[src/pkg/cic_pkg.sv]
// Package of register indices, field positions and reset values for the interrupt control block.
package cic_pkg;

	// Register indices; the byte address on the bus is four times the index.
	localparam logic [9:0] IDX_CONTROL     = 10'h00b;
	localparam logic [9:0] IDX_PFLAG_1     = 10'h011;
	localparam logic [9:0] IDX_PFLAG_2     = 10'h012;
	localparam logic [9:0] IDX_PFLAG_3     = 10'h013;
	localparam logic [9:0] IDX_PFLAG_4     = 10'h014;
	localparam logic [9:0] IDX_PENABLE_1   = 10'h020;
	localparam logic [9:0] IDX_PENABLE_2   = 10'h021;
	localparam logic [9:0] IDX_PENABLE_3   = 10'h022;
	localparam logic [9:0] IDX_PENABLE_4   = 10'h023;
	localparam logic [9:0] IDX_PIN_FLAGS   = 10'h024;
	localparam logic [9:0] IDX_EVT_STATUS  = 10'h025;
	localparam logic [9:0] IDX_EVT_MASK    = 10'h026;

	// Bus geometry.
	localparam int APB_ADDR_W = 12;

	// Field positions inside the control register.
	localparam int BIT_GLOBAL_EN = 7;
	localparam int BIT_PERIPH_EN = 6;
	localparam int BIT_T0IE    = 5;
	localparam int BIT_EXTIE   = 4;
	localparam int BIT_PINIE   = 3;
	localparam int BIT_T0FLAG  = 2;
	localparam int BIT_EXTFLAG = 1;
	localparam int BIT_PINSUM  = 0;

	// Event status bit positions.
	localparam int EVT_TIMER  = 0;
	localparam int EVT_EXT    = 1;
	localparam int EVT_PIN    = 2;
	localparam int EVT_PERIPH = 3;

	// Values after reset.
	localparam logic [7:0] CONTROL_RESET  = 8'h00;
	localparam logic [7:0] FLAG_RESET     = 8'h00;
	localparam logic [7:0] PENABLE_RESET  = 8'h00;
	localparam logic [7:0] EVT_MASK_RESET = 8'h00;

	// Implemented bits of each register; the others read as zero.
	localparam logic [3:0][7:0] PFLAG_IMPL = {8'h03, 8'h3a, 8'hf9, 8'hff};
	localparam logic [7:0]      PIN_IMPL   = 8'hff;
	localparam logic [7:0]      EVT_IMPL   = 8'h0f;

endpackage

[src/pkg/cic_flag_if.sv]
// Interface carrying one byte of hardware-set flags between the control logic and a flag register.
`timescale 1ns/1ps
`default_nettype none

interface cic_flag_if;
	logic       wr;
	logic [7:0] wdata;
	logic [7:0] set;
	logic [7:0] value;

	modport owner (input wr, input wdata, input set, output value);
	modport user  (output wr, output wdata, output set, input value);
endinterface

`default_nettype wire

[src/logic/cic_flag_reg.sv]
// One byte of sticky flags set by hardware and written or cleared by software.
`timescale 1ns/1ps
`default_nettype none

module cic_flag_reg
	import cic_pkg::*;
#(
	parameter logic [7:0] IMPL  = 8'hff,
	parameter logic [7:0] RESET = 8'h00,
	parameter bit         W1C   = 1'b0
) (
	input  wire logic clk,
	input  wire logic reset_n,
	cic_flag_if.owner f
);

	typedef struct packed {
		logic [7:0] value;
	} cic_flag_s;

	cic_flag_s st;
	cic_flag_s next_st;

	// The hardware set is applied after the software write so an event in the clear cycle wins.
	always_comb begin
		next_st = st;
		if (f.wr) begin
			next_st.value = W1C ? (st.value & ~f.wdata) : f.wdata;
		end
		next_st.value = (next_st.value | f.set) & IMPL;
	end

	// Synchronous reset to the register's reset value.
	always_ff @(posedge clk) begin
		if (!reset_n) begin
			st.value <= RESET;
		end else begin
			st <= next_st;
		end
	end

	assign f.value = st.value;

endmodule

`default_nettype wire

[src/logic/cic_top.sv]
// Interrupt control block: control register, peripheral flags and enables, and core request.
//
// What this block does
// - Global enable bit 7 lets active interrupts through to irq_to_core when one, blocks all of them there when zero; irq does not depend on it.
// - Peripheral enable bit 6 passes peripheral interrupts to irq_to_core when one, suppresses them there when zero.
// - Control bit 5 enables the timer zero overflow interrupt.
// - Control bit 4 enables the external pin interrupt.
// - Control bit 3 enables the pin change interrupt.
// - Bit 2 is set when the timer zero count overflows.
// - Bit 1 is set when an external pin interrupt event occurs.
// - Bit 0 reads one while any per-pin change flag is set.
// - The summary flag is read-only and clears once software clears every per-pin flag.
// - Flags set on their event regardless of their own or the global enable.
// - Every bit of the control register resets to zero on any reset.
//
// Register access over APB is this design's own decision.
`timescale 1ns/1ps
`default_nettype none

module cic_top
	import cic_pkg::*;
(
	input  wire logic                  clk,
	input  wire logic                  reset_n,
	input  wire logic                  psel,
	input  wire logic                  penable,
	input  wire logic                  pwrite,
	input  wire logic [APB_ADDR_W-1:0] paddr,
	input  wire logic [31:0]           pwdata,
	input  wire logic [3:0]            pstrb,
	output var  logic [31:0]           prdata,
	output var  logic                  pready,
	output var  logic                  pslverr,
	input  wire logic                  timer_zero_overflow,
	input  wire logic                  ext_pin_event,
	input  wire logic [7:0]            pin_change_events,
	input  wire logic [31:0]           periph_events,
	output var  logic                  irq_to_core,
	output var  logic                  irq
);

	// Whole register state of the top level.
	typedef struct packed {
		logic [7:3]      en;
		logic            t0_flag;
		logic            ext_flag;
		logic [3:0][7:0] pen;
		logic [7:0]      evt_mask;
		logic            pready;
		logic            pslverr;
		logic [31:0]     prdata;
		logic            irq_core;
		logic            irq;
	} cic_top_s;

	cic_top_s st;
	cic_top_s next_st;

	// Six flag bytes: four peripheral flag registers, the per-pin change flags and event status.
	localparam int N_FLAG = 6;
	localparam int FL_PIN = 4;
	localparam int FL_EVT = 5;

	cic_flag_if fl[N_FLAG] ();
	logic [7:0] fval [N_FLAG];

	logic [9:0] idx;
	logic       aligned;
	logic       access;
	logic       wr_en;
	logic       byte0_wr;
	logic       mapped;
	logic [7:0] ctrl_val;
	logic       pin_sum;
	logic       periph_any;
	logic [3:0] periph_pend;
	logic       core_pend;
	logic [7:0] rd_byte;

	// Bus decode; a write takes effect only at the edge that completes the access phase.
	assign idx      = paddr[APB_ADDR_W-1:2];
	assign aligned  = (paddr[1:0] == 2'b00);
	assign access   = psel && penable;
	assign wr_en    = access && st.pready && pwrite && aligned;
	assign byte0_wr = wr_en && pstrb[0];

	// Summary of per-pin change flags; it falls only after software clears all of them.
	assign pin_sum  = |fval[FL_PIN];

	// The readable control byte; bit 0 is the summary and ignores writes.
	assign ctrl_val = {st.en, st.t0_flag, st.ext_flag, pin_sum};

	// Peripheral event inputs restricted to implemented flag bits.
	assign periph_any = |(periph_events & PFLAG_IMPL);

	// Peripheral flag registers and their write strobes.
	genvar gi;
	generate
		for (gi = 0; gi < 4; gi++) begin : g_pflag
			assign fl[gi].wr    = byte0_wr && (idx == IDX_PFLAG_1 + 10'(gi));
			assign fl[gi].wdata = pwdata[7:0];
			assign fl[gi].set   = periph_events[gi*8 +: 8];
			assign fval[gi]     = fl[gi].value;
			assign periph_pend[gi] = |(fl[gi].value & st.pen[gi]);

			cic_flag_reg #(
				.IMPL  (PFLAG_IMPL[gi]),
				.RESET (FLAG_RESET),
				.W1C   (1'b0)
			) u_pflag (
				.clk     (clk),
				.reset_n (reset_n),
				.f       (fl[gi].owner)
			);
		end
	endgenerate

	// Per-pin change flags: software writes zeros to clear, a new change still sets.
	assign fl[FL_PIN].wr    = byte0_wr && (idx == IDX_PIN_FLAGS);
	assign fl[FL_PIN].wdata = pwdata[7:0];
	assign fl[FL_PIN].set   = pin_change_events;
	assign fval[FL_PIN]     = fl[FL_PIN].value;

	cic_flag_reg #(
		.IMPL  (PIN_IMPL),
		.RESET (FLAG_RESET),
		.W1C   (1'b0)
	) u_pin_flags (
		.clk     (clk),
		.reset_n (reset_n),
		.f       (fl[FL_PIN].owner)
	);

	// Event status for the system interrupt: sticky, cleared by writing ones.
	assign fl[FL_EVT].wr    = byte0_wr && (idx == IDX_EVT_STATUS);
	assign fl[FL_EVT].wdata = pwdata[7:0];
	assign fl[FL_EVT].set   = {4'h0, periph_any, |pin_change_events,
		ext_pin_event, timer_zero_overflow};
	assign fval[FL_EVT]     = fl[FL_EVT].value;

	cic_flag_reg #(
		.IMPL  (EVT_IMPL),
		.RESET (FLAG_RESET),
		.W1C   (1'b1)
	) u_evt_status (
		.clk     (clk),
		.reset_n (reset_n),
		.f       (fl[FL_EVT].owner)
	);

	// Pending sources after their own enables; the global gate is applied below.
	assign core_pend = (st.en[BIT_T0IE] && st.t0_flag)
		|| (st.en[BIT_EXTIE] && st.ext_flag)
		|| (st.en[BIT_PINIE] && pin_sum);

	// Read multiplexer and address map; anything else answers with an error.
	always_comb begin
		rd_byte = 8'h00;
		mapped  = aligned;
		case (idx)
			IDX_CONTROL:    rd_byte = ctrl_val;
			IDX_PFLAG_1:    rd_byte = fval[0];
			IDX_PFLAG_2:    rd_byte = fval[1];
			IDX_PFLAG_3:    rd_byte = fval[2];
			IDX_PFLAG_4:    rd_byte = fval[3];
			IDX_PENABLE_1:  rd_byte = st.pen[0];
			IDX_PENABLE_2:  rd_byte = st.pen[1] & PFLAG_IMPL[1];
			IDX_PENABLE_3:  rd_byte = st.pen[2] & PFLAG_IMPL[2];
			IDX_PENABLE_4:  rd_byte = st.pen[3] & PFLAG_IMPL[3];
			IDX_PIN_FLAGS:  rd_byte = fval[FL_PIN];
			IDX_EVT_STATUS: rd_byte = fval[FL_EVT];
			IDX_EVT_MASK:   rd_byte = st.evt_mask;
			default:        mapped  = 1'b0;
		endcase
	end

	// Next state of the top level.
	always_comb begin
		next_st = st;

		// One wait state: pready rises in the second access cycle, read data with it.
		next_st.pready  = access && !st.pready;
		next_st.pslverr = access && !st.pready && !mapped;
		if (access && !st.pready) begin
			next_st.prdata = (mapped && !pwrite) ? {24'h000000, rd_byte} : 32'h00000000;
		end

		// Control register write: enables take the written value.
		if (byte0_wr && idx == IDX_CONTROL) begin
			next_st.en       = pwdata[7:3];
			next_st.t0_flag  = pwdata[BIT_T0FLAG];
			next_st.ext_flag = pwdata[BIT_EXTFLAG];
		end

		// Hardware sets after the write, so an event in a clearing cycle is kept.
		if (timer_zero_overflow) begin
			next_st.t0_flag = 1'b1;
		end
		if (ext_pin_event) begin
			next_st.ext_flag = 1'b1;
		end

		// Peripheral enable registers, one byte each.
		for (int k = 0; k < 4; k++) begin
			if (byte0_wr && idx == IDX_PENABLE_1 + 10'(k)) begin
				next_st.pen[k] = pwdata[7:0] & PFLAG_IMPL[k];
			end
		end

		if (byte0_wr && idx == IDX_EVT_MASK) begin
			next_st.evt_mask = pwdata[7:0] & EVT_IMPL;
		end

		// Core request: peripherals need their own enable, and everything needs the global one.
		next_st.irq_core = st.en[BIT_GLOBAL_EN]
			&& (core_pend || (st.en[BIT_PERIPH_EN] && (|periph_pend)));

		// System interrupt line: high while an unmasked status bit is set.
		next_st.irq = |(fval[FL_EVT] & st.evt_mask);
	end

	// State register with synchronous reset; every control bit clears on any reset.
	always_ff @(posedge clk) begin
		if (!reset_n) begin
			st.en       <= CONTROL_RESET[7:3];
			st.t0_flag  <= CONTROL_RESET[BIT_T0FLAG];
			st.ext_flag <= CONTROL_RESET[BIT_EXTFLAG];
			st.pen      <= {4{PENABLE_RESET}};
			st.evt_mask <= EVT_MASK_RESET;
			st.pready   <= 1'b0;
			st.pslverr  <= 1'b0;
			st.prdata   <= 32'h00000000;
			st.irq_core <= 1'b0;
			st.irq      <= 1'b0;
		end else begin
			st <= next_st;
		end
	end

	// Outputs straight from the state flip-flops.
	assign prdata      = st.prdata;
	assign pready      = st.pready;
	assign pslverr     = st.pslverr;
	assign irq_to_core = st.irq_core;
	assign irq         = st.irq;

endmodule

`default_nettype wire

[config.mk]
export PLATFORM = sky130hd
export DESIGN_NAME = cic_top
export DESIGN_NICKNAME = d
export VERILOG_FILES = /design/src/pkg/cic_pkg.sv /design/src/pkg/cic_flag_if.sv /design/src/logic/cic_flag_reg.sv /design/src/logic/cic_top.sv
export SDC_FILE = /design/constraint.sdc
export NUM_CORES = 1
export LEC_CHECK = 0
export BUFFER_PORTS_ARGS = -buffer_cell sky130_fd_sc_hd__buf_2
export CAP_MARGIN = 20
export CORE_UTILIZATION = 45
export CTS_CLUSTER_SIZE = 25
export DETAILED_ROUTE_END_ITERATION = 7
export GPL_TIMING_DRIVEN = 1
export PLACE_DENSITY = 0.72
export SYNTH_ARGS = -nofsm -noshare
export SYNTH_HDL_FRONTEND = slang
export SYNTH_HIERARCHICAL = 1
export SYNTH_SLANG_ARGS = --single-unit
[constraint.sdc]
create_clock -name clk -period 1.7 [get_ports clk]
set_input_delay 0 -clock clk [delete_from_list [all_inputs] [get_ports clk]]
set_output_delay 0 -clock clk [all_outputs]
set_load 0.01 [all_outputs]
==> flow_summary.yaml <==
status:
  status: "complete, no violations"
route:
  totalWireLength_mm: 15.4
  dr_total_vias: 4390
  routedWlPerCell_um: 20.2
  viasPerCell: 5.78
  antenna_violating_nets_post_route: 0
  drt_pass1_iterations: 5
  post-route-drc-count: 0
  drtIter0Drc: 324
sta:
  number_of_setup_violations_in_the_final_report: 0
  final_hold_viol_count: 0
  final.setup.tns_ns: 0
  worst_hold_slack_ns: 0.0188
  max_freq_mhz: 605
  layout_min_cycle_time_ns: 1.65
  final.period_utilization_pct: 97.3
  worst_clock_skew_ns: 0.0117
  report.final.slew_viol_count: 0
power:
  power.density_cell_area_nw_per_um2: 706
  vdd.ir_drop.worst_mv: 0.414
  total_power_mw: 4.07
  static-leakage-power_nw: 2.48
clocking:
  cts_root_buffer: "clkbuf_8"
  cts-root-to-sink-buffers: 2
  cts.reportedPaths.clkPinSlew_ns: 0.08
  insertion_delay_ns: 0.37
  cts_buffers: 9
  numClockSinks: 75
  htree_num_levels: 3
  cts_tree: "yes"
setup_path:
  cp-startpoint: "pready"
  worst-r2r-setup-slack_ns: 0.05
  timing_worst_setup_path_type: "flop to flop"
  r2r-start: "pready"
  critical_path_arrival_ns: 1.91
  cp_data_required_time_ns: 1.96
  worst_setup_path_start_kind: "flop"
  endpoint_kind: "flop"
  critical_path_peak_fanout: 8
die:
  die-width_um: 102
  coreArea_sq_um: 9770
  initial_utilization_pct: 46.4
  fp.dieArea_sq_um: 10500
  fp.dieH_um: 102
  floorplan.io_pins: 131
  placement_rows: 36
synthesis:
  synthXorXnorAreaFrac_pct: 0
  yosys_register_bits: 75
  synth_top_family_by_area: "compound AO/OA/AOI/OAI gates"
  synthMuxAreaShare_pct: 17.3
  synth.area.top_cells: "dfxtp_1, buf_4, mux2_4, mux2i_1, o21a_1"
  synth_area_leader_cell: "dfxtp_1"
  yosys.cell_count.top_type: "dfxtp_1"
  synth_common_cells: "dfxtp_1, buf_4, nand2_1, mux2i_1, nor2_1"
  synth_compound_area_share_pct: 20.6
  post_synth_instance_area_sq_um: 4540
  register_area_share_after_synthesis_pct: 33.1
  synth-edff-count: 0
  netlist_instances: 492
  post_synth_num_cell_types: 63
  post_synth_and_or_nand_nor_area_fraction_pct: 16.3
  synth-async-reset-ratio_pct: 0
  synth_top_cell_area_share_pct: 33.1
  synth_adder_area_share_pct: 0
  synth.yosys.warnings: 6
  dominantRegCellSynth: "dfxtp_1"
  syn_area_per_cell_sq_um: 9.22
flow_run:
  number_of_max_cap_violations: 0
min_path:
  hold_class: "input pin to flop"
  holdCritStartpoint: "pwrite"
placement:
  portBuffers: 67
  placed_area_sq_um: 5170
  place.detailed.instances: 710
  hpwl_after_detailed_placement_mm: 11.1
  globalplace.congestion: 0.991
final_layout:
  filler_cell_count: 882
  final_design_area_no_fill_sq_um: 5770
  finalNetCount: 717
  final_layout_size_suffix_gt1_share_pct: 29.7
  insertedDiodeCount: 0
  fin_cells: 760
  area.growth.synth_to_final_pct: 27.0
global_routing:
  grt_antenna_before_repair: 0
  pin_count_of_the_biggest_net_entering_global_routing: 40
  vias_in_the_first_global_route: 4139
  track_usage_pct: 30.5
  global_route_wire_length_before_repair_mm: 23.2
  grt-ovfl-total: 0
## cells by family (layout without fill, tap and decap cells)
logic type,count (synthesis),after routing
AND/OR/NAND/NOR,134,134
multiplexers,64,64
buffers and inverters,88,188
other,5,40
AO/OA/AOI/OAI,126,126
flip-flops,75,75
## repair_timing
item	in CTS	in global routing
buffers inserted	0	1
setup endpoints to repair	0	10
hold buffers	33	0
endpoints found under the hold margin	36	0
resized for setup	0	5
## registers in the layout (all words and copies together) (netlist names)
signal / cells
st: 24
g_pflag.u_pflag/f.value: 20
irq: 1
u_pin_flags/f.value: 8
irq_to_core: 1
pslverr: 1
prdata: 8
u_evt_status/f.value: 4
ctrl_val: 7
pready: 1
## metal layers
metal	routed length, um	vias up	global-route usage (%)
met5	0	-	0
met4	700	0	16.9
met3	1210	50	5.06
met2	7010	261	47.4
met1	6450	2076	40.3
li1	-	2003	-
## power by group
part,switching [mW],internal (mW)
clock network,0.707,0.866
logic,0.318,0.297
registers,0.0667,1.81
total,1.09,2.98
## final cells by class
class	count	area (sq um)	share of cell area (%)
Clock buffer	10	138	2.39
Timing Repair Buffer	160	1170	20.4
Tap cell	133	166	2.89
Multi-Input combinational cell	364	2650	46.0
Sequential cell	75	1500	26.1
Inverter	12	45.0	0.781
Clock inverter	6	88.8	1.54
## through the flow
step           setup WS, ns  util (%)
4_1_cts             0.00885      58.6
6_report             0.0458      59.0
5_1_grt             -0.0178      59.0
3_5_place_dp        -0.0698      52.9
2_1_floorplan     -0.000543         -
3_3_place_gp        -0.0335      52.9
## worst max-delay path, cell delays in order, from the launching register on
cell     delay [ns]
dfxtp_2        0.35
and4_1         0.32
and3_1         0.25
buf_12         0.15
mux2_4         0.31
o21a_1         0.18
## layout by cell type, fill, tap and decap left out, drive strengths merged, types with 3 or more instances in the layout
master and count:
conb 40, a22oi 17, dfxtp 75, a221oi 6, a211oi 3, o311a 3, a22o 5, o22ai 3
o221ai 3, nor3 7, a32oi 6, nand3 14, mux2i 32, nor2b 5, dlygate4sd3 33, buf 127
nand3b 3, o21ai 11, inv 12, a21oi 22, mux2 30, a31oi 5, clkbuf 10, o21a 28
nand4 3, nor4 14, nor2 29, nand2 34, and3 7, a32o 3
## final timing paths
kind,end,cells past startpoint
setup / recovery,g_pflag[0].u_pflag/f.value[2],5
hold / removal,prdata[2],4
setup reg to reg,g_pflag[0].u_pflag/f.value[2],5
hold reg to reg,irq_to_core,2
Note: power is estimated with default switching activity, not from simulation.
